File: src/pkg/tssc_pkg.sv
// Shared constants and types for the two-speed start-up and fail-safe clock supervisor.
package tssc_pkg;

  // ----------------------------------------------------------------
  // Timing
  // ----------------------------------------------------------------
  localparam int CLK_MHZ = 200;
  localparam int OST_COUNT = 1024;
  localparam int LF_DIV = 64;
  localparam int PWRUP_TIME_US = 64;
  localparam int PWRUP_CYCLES = PWRUP_TIME_US * CLK_MHZ;

  // ----------------------------------------------------------------
  // Register map (byte addresses)
  // ----------------------------------------------------------------
  localparam int APB_AW = 8;
  localparam logic [7:0] OFS_OSC_CTRL = 8'h00;
  localparam logic [7:0] OFS_OSC_CTRL2 = 8'h04;
  localparam logic [7:0] OFS_OSC_TUNE = 8'h08;
  localparam logic [7:0] OFS_IRQ_FLAGS2 = 8'h0C;
  localparam logic [7:0] OFS_IRQ_EN2 = 8'h10;
  localparam logic [7:0] OFS_IRQ_PRIO2 = 8'h14;
  localparam logic [7:0] OFS_INT_GLOBAL = 8'h18;
  localparam logic [7:0] OFS_CFG_OSC_HI = 8'h1C;
  localparam logic [7:0] OFS_CFG_BOR_LO = 8'h20;
  localparam logic [7:0] OFS_CFG_PIN_HI = 8'h24;

  // ----------------------------------------------------------------
  // Field positions and masks
  // ----------------------------------------------------------------
  localparam int OC_IDLE_BIT = 7;
  localparam int OC_DONE_BIT = 3;
  localparam int OC_SCS_UP_BIT = 1;
  localparam logic [7:0] OC_RW_MASK = 8'hF3;
  localparam logic [7:0] OC2_RW_MASK = 8'h1C;
  localparam int OSCF_BIT = 7;
  localparam int TWO_SPEED_ENABLE_BIT = 7;
  localparam int FAIL_MONITOR_ENABLE_BIT = 6;
  localparam int POWER_UP_DELAY_ENABLE_BIT = 0;

  // ----------------------------------------------------------------
  // Reset values
  // ----------------------------------------------------------------
  localparam logic [7:0] OC_RST = 8'h30;
  localparam logic [7:0] REG_RST = 8'h00;

  // ----------------------------------------------------------------
  // Primary oscillator configuration codes
  // ----------------------------------------------------------------
  localparam logic [3:0] FOSC_LP = 4'h0;
  localparam logic [3:0] FOSC_XT = 4'h1;
  localparam logic [3:0] FOSC_HS_HI = 4'h2;
  localparam logic [3:0] FOSC_HS_MED = 4'h3;
  localparam logic [3:0] FOSC_INT_A = 4'h8;
  localparam logic [3:0] FOSC_INT_B = 4'h9;

  // ----------------------------------------------------------------
  // Types
  // ----------------------------------------------------------------
  typedef enum logic [1:0] {SRC_PRI, SRC_SEC, SRC_INT} tssc_src_e;
  typedef enum logic [1:0] {SU_PWRUP, SU_COUNT, SU_RUN, SU_SLEEP} tssc_su_e;
  typedef enum logic [2:0] {SW_IDLE, SW_OLD, SW_HOLD, SW_NEW, SW_REL} tssc_sw_e;

endpackage

File: src/core/tssc_clock_supervisor.sv
// Clock supervisor: start-up timer, two-speed start-up, fail-safe monitor, clock switch.
//
// The APB slave port and the address map were chosen for this implementation.
`timescale 1ns/10ps
`default_nettype none

// Behaviour
// (RQ1) Crystal modes hold execution for 1024 cycles
// (RQ2) Two-speed needs enable, select 00, crystal
// (RQ3) Two-speed after power-up delay or wake
// (RQ4) Run internal clock while timer counts
// (RQ5) Count done sets status, then switch
// (RQ6) Sleep aborts count, status stays clear
// (RQ7) Status zero until running from external
// (RQ8) Monitor enabled by bit, after timer expiry
// (RQ9) Sample clock is slow oscillator over 64
// (RQ10) Latch set external fall, cleared sample rise
// (RQ11) Fail when sample half-period lacks low
// (RQ12) Failure selects internal, sets fail flag
// (RQ13) Fail flag interrupts only when enabled
// (RQ14) Never return automatically to failed clock
// (RQ15) Fallback frequency from internal select field
// (RQ16) Reset or upper toggle restarts timer
// (RQ17) Flag clears independently of fail condition
// (RQ18) External clock modes skip the timer
// (RQ19) Firmware checks status after start-up
// (RQ20) Firmware enables two-speed with monitor
// (RQ21) Idle bit and source select field
// (RQ22) Select codes primary, secondary, internal
// (RQ23) Glitch-free switch edge sequence
// (RQ24) Detector inputs synchronised before use
// (RQ25) Fail flag sticky until written zero
module tssc_clock_supervisor
  import tssc_pkg::*;
#(
  parameter int PWRUP_CYC = PWRUP_CYCLES,
  parameter int OST_CYC = OST_COUNT
) (
  input wire logic ref_clk,
  input wire logic rst,
  input wire logic psel,
  input wire logic penable,
  input wire logic pwrite,
  input wire logic [APB_AW-1:0] paddr,
  input wire logic [31:0] pwdata,
  input wire logic [3:0] pstrb,
  output logic [31:0] prdata,
  output logic pready,
  output logic pslverr,
  input wire logic [7:0] cfg_osc_high,
  input wire logic [7:0] cfg_brownout_low,
  input wire logic [7:0] cfg_pin_high,
  input wire logic ext_osc_in,
  input wire logic sec_osc_in,
  input wire logic int_osc_in,
  input wire logic slow_osc_in,
  input wire logic [2:0] osc_stable_in,
  input wire logic sleep_req,
  input wire logic wake_req,
  output logic [1:0] clk_src_sel,
  output logic clk_hold,
  output logic [2:0] int_freq_sel,
  output logic cpu_clk_en,
  output logic periph_clk_en,
  output logic exec_hold,
  output logic fail_safe_active,
  output logic osc_fail_irq
);

  localparam int PW_W = $clog2(PWRUP_CYC + 1);
  localparam int OST_W = $clog2(OST_CYC + 1);
  localparam int DIV_W = $clog2(LF_DIV);
  localparam int CH_PRI = 0;
  localparam int CH_SLOW = 3;

  // ----------------------------------------------------------------
  // Pin synchronisers and edge detection
  // ----------------------------------------------------------------
  logic [3:0] osc_raw;
  logic [3:0] osc_s1_reg;
  logic [3:0] osc_s2_reg;
  logic [3:0] osc_s3_reg;
  logic [3:0] osc_rise;
  logic [3:0] osc_fall;
  logic [2:0] stab_s1_reg;
  logic [2:0] stab_s2_reg;

  assign osc_raw = {slow_osc_in, int_osc_in, sec_osc_in, ext_osc_in};

  // Oscillators are sampled, so each must run well below half of ref_clk.
  for (genvar g = 0; g < 4; g++) begin : g_osc_sync
    always_ff @(posedge ref_clk) begin
      if (rst) begin
        osc_s1_reg[g] <= 1'b0;
        osc_s2_reg[g] <= 1'b0;
        osc_s3_reg[g] <= 1'b0;
      end else begin
        osc_s1_reg[g] <= osc_raw[g]; // RQ24
        osc_s2_reg[g] <= osc_s1_reg[g];
        osc_s3_reg[g] <= osc_s2_reg[g];
      end
    end
    assign osc_rise[g] = osc_s2_reg[g] & ~osc_s3_reg[g];
    assign osc_fall[g] = ~osc_s2_reg[g] & osc_s3_reg[g];
  end

  always_ff @(posedge ref_clk) begin
    if (rst) begin
      stab_s1_reg <= 3'h0;
      stab_s2_reg <= 3'h0;
    end else begin
      stab_s1_reg <= osc_stable_in;
      stab_s2_reg <= stab_s1_reg;
    end
  end

  // ----------------------------------------------------------------
  // Registers and configuration decode
  // ----------------------------------------------------------------
  logic [7:0] oc_reg;
  logic [7:0] oc2_reg;
  logic [7:0] tune_reg;
  logic [7:0] pir_reg;
  logic [7:0] pie_reg;
  logic [7:0] ipr_reg;
  logic [7:0] interrupt_global_control_reg;
  logic done_reg;
  logic fail_safe_reg;
  logic idle_reg;
  logic [1:0] scs;
  logic [3:0] fosc;
  logic crystal;
  logic external;
  logic two_speed;
  logic power_up_delay_timer_en;
  logic wr_en;
  logic wr_oc;
  logic scs_tog;
  logic sleep_enter;

  assign scs = oc_reg[1:0];
  assign fosc = cfg_osc_high[3:0];
  assign crystal = (fosc == FOSC_LP) || (fosc == FOSC_XT) ||
                   (fosc == FOSC_HS_HI) || (fosc == FOSC_HS_MED);
  assign external = (fosc != FOSC_INT_A) && (fosc != FOSC_INT_B);
  assign two_speed = cfg_osc_high[TWO_SPEED_ENABLE_BIT] && (scs == 2'b00) && crystal; // RQ2
  assign power_up_delay_timer_en = ~cfg_brownout_low[POWER_UP_DELAY_ENABLE_BIT];
  assign wr_en = psel & penable & pwrite & pstrb[0];
  assign wr_oc = wr_en && (paddr == OFS_OSC_CTRL);
  assign scs_tog = wr_oc && (pwdata[OC_SCS_UP_BIT] != scs[1]);
  assign sleep_enter = sleep_req && !oc_reg[OC_IDLE_BIT]; // RQ21

  // ----------------------------------------------------------------
  // Start-up sequencing
  // ----------------------------------------------------------------
  tssc_su_e su_reg;
  logic [PW_W-1:0] pwr_cnt_reg;
  logic [OST_W-1:0] ost_cnt_reg;
  logic ost_done;

  assign ost_done = (su_reg == SU_COUNT) && osc_fall[CH_PRI] && !sleep_enter &&
                    !scs_tog && (ost_cnt_reg == OST_W'(OST_CYC - 1)); // RQ1

  always_ff @(posedge ref_clk) begin
    if (rst) begin
      su_reg <= SU_PWRUP;
    end else begin
      case (su_reg)
        SU_PWRUP: begin
          if (!power_up_delay_timer_en || pwr_cnt_reg == PW_W'(PWRUP_CYC - 1)) begin
            su_reg <= crystal ? SU_COUNT : SU_RUN; // RQ3 RQ18
          end
        end
        SU_COUNT: begin
          if (sleep_enter) begin
            su_reg <= SU_SLEEP; // RQ6
          end else if (ost_done) begin
            su_reg <= SU_RUN; // RQ5
          end
        end
        SU_RUN: begin
          if (sleep_enter) begin
            su_reg <= SU_SLEEP;
          end else if (scs_tog && crystal) begin
            su_reg <= SU_COUNT; // RQ16
          end
        end
        SU_SLEEP: begin
          if (wake_req) begin
            su_reg <= crystal ? SU_COUNT : SU_RUN; // RQ3 RQ18
          end
        end
        default: su_reg <= SU_PWRUP;
      endcase
    end
  end

  always_ff @(posedge ref_clk) begin
    if (rst || su_reg != SU_PWRUP) begin
      pwr_cnt_reg <= '0;
    end else begin
      pwr_cnt_reg <= pwr_cnt_reg + PW_W'(1);
    end
  end

  // A toggle of the upper select bit starts the count over from zero.
  always_ff @(posedge ref_clk) begin
    if (rst || su_reg != SU_COUNT || scs_tog) begin
      ost_cnt_reg <= '0; // RQ16
    end else if (osc_fall[CH_PRI]) begin
      ost_cnt_reg <= ost_cnt_reg + OST_W'(1); // RQ1
    end
  end

  // ----------------------------------------------------------------
  // Fail-safe monitor
  // ----------------------------------------------------------------
  logic [DIV_W-1:0] div_reg;
  logic smp_rise;
  logic smp_fall;
  logic latch_reg;
  logic mon_active;
  logic fail_det;

  always_ff @(posedge ref_clk) begin
    if (rst) begin
      div_reg <= '0;
    end else if (osc_rise[CH_SLOW]) begin
      div_reg <= div_reg + DIV_W'(1); // RQ9
    end
  end

  assign smp_rise = osc_rise[CH_SLOW] && (div_reg == DIV_W'(LF_DIV / 2 - 1)); // RQ9
  assign smp_fall = osc_rise[CH_SLOW] && (div_reg == DIV_W'(LF_DIV - 1));

  // Setting wins so an edge coinciding with the clear is not lost.
  always_ff @(posedge ref_clk) begin
    if (rst) begin
      latch_reg <= 1'b0;
    end else if (osc_fall[CH_PRI]) begin
      latch_reg <= 1'b1; // RQ10
    end else if (smp_rise) begin
      latch_reg <= 1'b0; // RQ10
    end
  end

  assign mon_active = cfg_osc_high[FAIL_MONITOR_ENABLE_BIT] && (su_reg == SU_RUN) && external &&
                      (scs == 2'b00) && !fail_safe_reg; // RQ8 RQ18
  assign fail_det = mon_active && smp_fall && !latch_reg; // RQ11

  always_ff @(posedge ref_clk) begin
    if (rst) begin
      fail_safe_reg <= 1'b0;
    end else if (fail_det) begin
      fail_safe_reg <= 1'b1; // RQ12 RQ14
    end else if (ost_done || (scs_tog && !crystal)) begin
      fail_safe_reg <= 1'b0; // RQ16
    end
  end

  // ----------------------------------------------------------------
  // Source choice and clock enables
  // ----------------------------------------------------------------
  tssc_src_e src_want;
  logic pri_ready;
  logic new_ready;
  logic hold_cond;

  assign pri_ready = (su_reg == SU_RUN);

  always_comb begin
    src_want = SRC_PRI; // RQ22
    if (scs[1]) begin
      src_want = SRC_INT; // RQ21 RQ22
    end else if (scs[0]) begin
      src_want = SRC_SEC; // RQ22
    end else if (fail_safe_reg) begin
      src_want = SRC_INT; // RQ12 RQ14 RQ15
    end else if (!pri_ready && two_speed) begin
      src_want = SRC_INT; // RQ4
    end
  end

  assign new_ready = (src_want != SRC_PRI) || pri_ready;
  assign hold_cond = (su_reg == SU_PWRUP) || (su_reg == SU_SLEEP) ||
                     (src_want == SRC_PRI && !pri_ready); // RQ1

  always_ff @(posedge ref_clk) begin
    if (rst) begin
      idle_reg <= 1'b0;
    end else if (sleep_req && oc_reg[OC_IDLE_BIT]) begin
      idle_reg <= 1'b1; // RQ21
    end else if (wake_req) begin
      idle_reg <= 1'b0;
    end
  end

  always_ff @(posedge ref_clk) begin
    if (rst) begin
      exec_hold <= 1'b1;
      cpu_clk_en <= 1'b0;
      periph_clk_en <= 1'b0;
    end else begin
      exec_hold <= hold_cond;
      cpu_clk_en <= !hold_cond && !idle_reg; // RQ21
      periph_clk_en <= (su_reg != SU_PWRUP) && (su_reg != SU_SLEEP);
    end
  end

  always_ff @(posedge ref_clk) begin
    if (rst) begin
      done_reg <= 1'b0;
    end else begin
      done_reg <= pri_ready && external && !fail_safe_reg && (scs == 2'b00); // RQ5 RQ6 RQ7
    end
  end

  // ----------------------------------------------------------------
  // Glitch-free switch sequencer
  // ----------------------------------------------------------------
  tssc_sw_e sw_reg;
  tssc_src_e cur_reg;
  tssc_src_e tgt_reg;
  logic sw_cnt_reg;

  // Internal clock is the source through reset and power-up delay.
  always_ff @(posedge ref_clk) begin
    if (rst) begin
      sw_reg <= SW_IDLE;
      cur_reg <= SRC_INT;
      tgt_reg <= SRC_INT;
      sw_cnt_reg <= 1'b0;
      clk_hold <= 1'b0;
    end else begin
      case (sw_reg)
        SW_IDLE: begin
          sw_cnt_reg <= 1'b0;
          if (src_want != cur_reg && new_ready) begin
            tgt_reg <= src_want;
            // A failed clock gives no edges to wait for, so hold at once.
            if (fail_safe_reg && cur_reg == SRC_PRI) begin
              clk_hold <= 1'b1;
              sw_reg <= SW_NEW;
            end else begin
              sw_reg <= SW_OLD;
            end
          end
        end
        SW_OLD: begin
          if (osc_rise[cur_reg]) begin
            sw_cnt_reg <= 1'b1;
            if (sw_cnt_reg) begin
              sw_reg <= SW_HOLD; // RQ23
            end
          end
        end
        SW_HOLD: begin
          sw_cnt_reg <= 1'b0;
          if (osc_fall[cur_reg]) begin
            clk_hold <= 1'b1; // RQ23
            sw_reg <= SW_NEW;
          end
        end
        SW_NEW: begin
          if (osc_rise[tgt_reg]) begin
            sw_cnt_reg <= 1'b1;
            if (sw_cnt_reg) begin
              sw_reg <= SW_REL; // RQ23
            end
          end
        end
        SW_REL: begin
          if (osc_fall[tgt_reg]) begin
            clk_hold <= 1'b0; // RQ23
            cur_reg <= tgt_reg; // RQ5
            sw_reg <= SW_IDLE;
          end
        end
        default: sw_reg <= SW_IDLE;
      endcase
    end
  end

  assign clk_src_sel = cur_reg;
  assign int_freq_sel = oc_reg[6:4]; // RQ15
  assign fail_safe_active = fail_safe_reg;

  // ----------------------------------------------------------------
  // Register writes
  // ----------------------------------------------------------------
  always_ff @(posedge ref_clk) begin
    if (rst) begin
      oc_reg <= OC_RST; // RQ22
    end else if (wr_oc) begin
      oc_reg <= pwdata[7:0] & OC_RW_MASK;
    end
  end

  always_ff @(posedge ref_clk) begin
    if (rst) begin
      oc2_reg <= REG_RST;
    end else if (wr_en && paddr == OFS_OSC_CTRL2) begin
      oc2_reg <= pwdata[7:0] & OC2_RW_MASK;
    end
  end

  always_ff @(posedge ref_clk) begin
    if (rst) begin
      tune_reg <= REG_RST;
      pie_reg <= REG_RST;
      ipr_reg <= REG_RST;
      interrupt_global_control_reg <= REG_RST;
    end else if (wr_en) begin
      if (paddr == OFS_OSC_TUNE) begin
        tune_reg <= pwdata[7:0];
      end
      if (paddr == OFS_IRQ_EN2) begin
        pie_reg <= pwdata[7:0];
      end
      if (paddr == OFS_IRQ_PRIO2) begin
        ipr_reg <= pwdata[7:0];
      end
      if (paddr == OFS_INT_GLOBAL) begin
        interrupt_global_control_reg <= pwdata[7:0];
      end
    end
  end

  // The hardware set comes last, so it wins over a clearing write.
  always_ff @(posedge ref_clk) begin
    if (rst) begin
      pir_reg <= REG_RST;
    end else begin
      if (wr_en && paddr == OFS_IRQ_FLAGS2) begin
        pir_reg <= pwdata[7:0]; // RQ17 RQ25
      end
      if (fail_det) begin
        pir_reg[OSCF_BIT] <= 1'b1; // RQ12 RQ25
      end
    end
  end

  always_ff @(posedge ref_clk) begin
    if (rst) begin
      osc_fail_irq <= 1'b0;
    end else begin
      osc_fail_irq <= pir_reg[OSCF_BIT] & pie_reg[OSCF_BIT]; // RQ13
    end
  end

  // ----------------------------------------------------------------
  // Register reads
  // ----------------------------------------------------------------
  logic [7:0] rd_data;
  logic rd_hit;

  always_comb begin
    rd_hit = 1'b1;
    rd_data = 8'h00;
    case (paddr)
      OFS_OSC_CTRL: rd_data = {oc_reg[7:4], done_reg, stab_s2_reg[2], oc_reg[1:0]}; // RQ7
      OFS_OSC_CTRL2: rd_data = {1'b0, cur_reg == SRC_SEC, 1'b0, oc2_reg[4:2],
                                stab_s2_reg[1:0]};
      OFS_OSC_TUNE: rd_data = tune_reg;
      OFS_IRQ_FLAGS2: rd_data = pir_reg;
      OFS_IRQ_EN2: rd_data = pie_reg;
      OFS_IRQ_PRIO2: rd_data = ipr_reg;
      OFS_INT_GLOBAL: rd_data = interrupt_global_control_reg;
      OFS_CFG_OSC_HI: rd_data = cfg_osc_high;
      OFS_CFG_BOR_LO: rd_data = cfg_brownout_low;
      OFS_CFG_PIN_HI: rd_data = cfg_pin_high;
      default: rd_hit = 1'b0;
    endcase
  end

  always_ff @(posedge ref_clk) begin
    if (rst) begin
      prdata <= 32'h0000_0000;
    end else if (psel && !penable) begin
      prdata <= {24'h00_0000, rd_data};
    end
  end

  assign pready = 1'b1;
  assign pslverr = psel & penable & ~rd_hit;

endmodule // tssc_clock_supervisor

`default_nettype wire

File: config.mk
export PLATFORM = sky130hd
export DESIGN_NAME = tssc_clock_supervisor
export DESIGN_NICKNAME = d
export VERILOG_FILES = /design/src/pkg/tssc_pkg.sv /design/src/core/tssc_clock_supervisor.sv
export SDC_FILE = /design/constraint.sdc
export NUM_CORES = 1
export LEC_CHECK = 0
export ABC_CLOCK_PERIOD_IN_PS = 2600
export BUFFER_PORTS_ARGS = -buffer_cell sky130_fd_sc_hd__buf_2
export CAP_MARGIN = 20
export CORE_ASPECT_RATIO = 0.7
export CORE_UTILIZATION = 55
export DETAILED_ROUTE_END_ITERATION = 10
export PLACE_DENSITY_LB_ADDON = 0.05
export SLEW_MARGIN = 5
export SYNTH_ARGS = -nofsm -noshare
export SYNTH_HDL_FRONTEND = slang
export SYNTH_SLANG_ARGS = --single-unit
File: constraint.sdc
create_clock -name ref_clk -period 2.6 [get_ports ref_clk]
set_input_delay 0.26 -clock ref_clk [delete_from_list [all_inputs] [get_ports ref_clk]]
set_output_delay 0.26 -clock ref_clk [all_outputs]
set_load 0.005 [all_outputs]
==> impl_metrics.yaml <==
synth:
  yosysSeqAreaShare_pct: 41.1
  ys_seq_elements: 125
  synth_edf_count: 0
  netlist_instances: 658
  yosys_warnings: 0
  synth_ff_type: "dfxtp_1"
  synthArstFlopShare_pct: 0
  ys_types: 63
  avgSynthCellArea_um2: 9.25
  syn-cell-area_mm2: 0.00609
global_route:
  grt_first_pass_wirelength_um: 23000
  grt.total_usage_pct: 25.8
  antenna_found_initial: 0
  grt_overflow: 0
  grt_max_degree: 47
  grt_pass1_vias: 4604
placed_design:
  portBuffers: 74
  dp_slack_ns: 0.499
  gp_congestion: 0.856
  dp_hpwl_um: 10100
floorplanning:
  fp.dieArea_mm2: 0.0115
  rows: 31
  die_w_um: 128
  start_util_pct: 57.7
  die_y_um: 90.0
  io_pins: 127
  fp.coreArea_mm2: 0.0106
cts:
  cts_hold_buf: 0
  cts_tree: "built"
  clk_pin_slew_ns: 0.06
  max-clock-path-buffers: 2
  root_buffer: "clkbuf_16"
  cts_sinks: 125
  clk_latency_ns: 0.42
  cts_buffers: 17
  cts_resized: 0
  cts_setup_buffers: 0
  htree_num_levels: 4
final_layout:
  largest_register_ffs: 14
  drive_gt1_share_pct: 19.2
  area_delta_synth_final_pct: 16.6
  antenna_cells: 0
  nets: 821
hold_path:
  holdPathStages: 2
  hp-class: "in -> reg"
  holdPathEnd: "stab_s1_reg[2]"
  holdCritStartpoint: "osc_stable_in[2]"
sta:
  setup_viol: 0
  final.setup.tns_ns: 0
  max_slew_margin_pct: 57.0
  fin_crit_ns: 2.01
  finalMaxSlewViolations: 0
  grt_setup_unrepaired: "false"
  fmax_ghz: 0.498
  tightest_slew_ns: 0.642
  skew_ns: 0.0117
  finalHoldViolations: 0
  setup_slack_ns: 0.593
  period_share_pct: 77.2
drt:
  routed_wl_um: 14400
  ant_nets: 0
  route.detailed.drc: 0
  viasPerCell: 5.56
  wl_per_cell_um: 16.2
  first_pass_iters: 5
  drt_first_iter_violations: 390
  num_vias: 4969
setup_path:
  cp_max_fo: 8
  regToRegSetupSlack_ns: 0.59
  r2r_cells: 7
  r2r_start: "su_reg[0]"
  crit_arrival_ns: 2.31
  end_kind: "flop"
  r2r_end: "tgt_reg[0]"
  required_ns: 2.90
  start_kind: "flop"
  path_class: "reg -> reg"
pwr:
  swShare_pct: 25.9
  switchingPower_mw: 1.31
  combPwrFrac_pct: 10.9
  p_per_area_mw_per_mm2: 713
  p_seq_share_pct: 40.8
  pwr-share-clk_pct: 48.3
  p_leak_nw: 2.81
  p_int_mw: 3.75
  ir_drop_mv: 0.561
job:
  maxCapViolCount: 0
status:
  status: "completed"
metrics by stage:
| stage | instances | hold slack [ns] | area, um2 | utilization, % | total power [mW] |
|---|---|---|---|---|---|
| after global routing | 893 | 0.0519 | 7090 | 67.2 | 5.27 |
| after CTS | 893 | 0.0392 | 7090 | 67.2 | 5.08 |
| after global placement | 861 | 0.412 | 6480 | 61.4 | 2.63 |
| after floorplan | 681 | 0.343 | 6170 | - | 2.50 |
| after detailed placement | 861 | 0.410 | 6480 | 61.4 | 2.65 |
| final | 893 | 0.0463 | 7090 | 67.2 | 5.06 |
layout make-up:
class	count	area, um2
Inverter	8	30.0
Multi-Input combinational cell	493	3300
Tap cell	148	185
Clock buffer	17	425
Fill cell	899	3460
Clock inverter	15	185
Sequential cell	125	2500
Timing Repair Buffer	87	468
layout by cell type, fill, tap and decap left out, types with 5 or more instances in the layout:
master,instances
a21oi_1,22
a22o_1,6
a22oi_1,9
and3_1,7
buf_2,74
buf_4,13
clkbuf_16,17
conb_1,25
dfxtp_1,125
ha_1,7
inv_1,8
inv_6,5
mux2i_1,64
mux4_2,7
nand2_1,44
nand2b_1,12
nand3_1,19
nand4_1,11
nor2_1,92
nor2b_1,32
nor3_1,8
o21ai_0,29
o22ai_1,7
or3_1,10
xor2_1,17
routing by layer:
metal | vias to the layer above | global-route usage, % | share of wire, % | routed length [um]
li1 | 2415 | - | - | -
met1 | 2347 | 37.2 | 49 | 7040
met2 | 189 | 37.7 | 44 | 6340
met3 | 18 | 6.43 | 6.3 | 909
met4 | 0 | 7.65 | 1.1 | 152
met5 | - | 0 | 0 | 0
cell families (layout without fill, tap and decap cells):
family | Yosys count | in the layout | synth area share (%)
buf+inv | 63 | 127 | 6.13
fa+ha+maj | 7 | 7 | 1.44
compound gates | 101 | 101 | 10.8
other cells | 2 | 25 | 0.123
xor+xnor | 21 | 21 | 3.02
simple gates | 265 | 265 | 23.7
flops | 125 | 125 | 41.1
mux | 74 | 74 | 13.7
synth_stat cells (4+ instances only):
library cell,instances,area [um2]
nor2_1,92,345
nand3_1,19,95.1
xnor2_1,4,35.0
ha_1,7,87.6
mux2i_1,64,641
o21ai_0,29,145
xor2_1,17,149
a31oi_1,4,25.0
and3_1,7,43.8
or3_1,10,62.6
dfxtp_1,125,2500
nor2_8,4,80.1
o22ai_1,7,43.8
a22oi_1,9,67.6
inv_1,8,30.0
nand2b_1,12,75.1
buf_4,30,225
nor3_1,8,40.0
buf_2,6,30.0
a22o_1,6,52.6
and2_1,4,25.0
mux4_2,7,158
nand4_1,11,68.8
nor2b_1,32,200
a21oi_1,22,110
clkbuf_1,13,48.8
nand2_1,44,165
critical path, stage by stage, from the launching register on:
cell and delay [ns]:
dfxtp_1 0.34, inv_1 0.09, ha_1 0.33, nor4b_1 0.11
or4_1 0.41, a211o_1 0.28, and3_1 0.21, mux2i_1 0.13
how the worst max path moves through the flow:
stage                     startpoint         end  slack (ns)  cells past startpoint
after global placement      paddr[4]   prdata[5]        0.57                      7
after global routing       su_reg[0]  tgt_reg[0]        0.48                      7
after detailed placement    paddr[2]   su_reg[1]        0.50                      6
final                      su_reg[0]  tgt_reg[0]        0.59                      7
after CTS                  su_reg[0]  tgt_reg[0]        0.61                      7
after floorplan            su_reg[0]  tgt_reg[0]        0.81                      7
power groups by stage:
stage,sequential (mW),clock [mW],combinational [mW]
after floorplan,2.08,0,0.417
after global placement,2.10,0,0.533
after detailed placement,2.10,0,0.541
after CTS,2.06,2.47,0.547
after global routing,2.08,2.58,0.610
final,2.06,2.45,0.550
No activity file was read; power rests on OpenSTA's default activity.
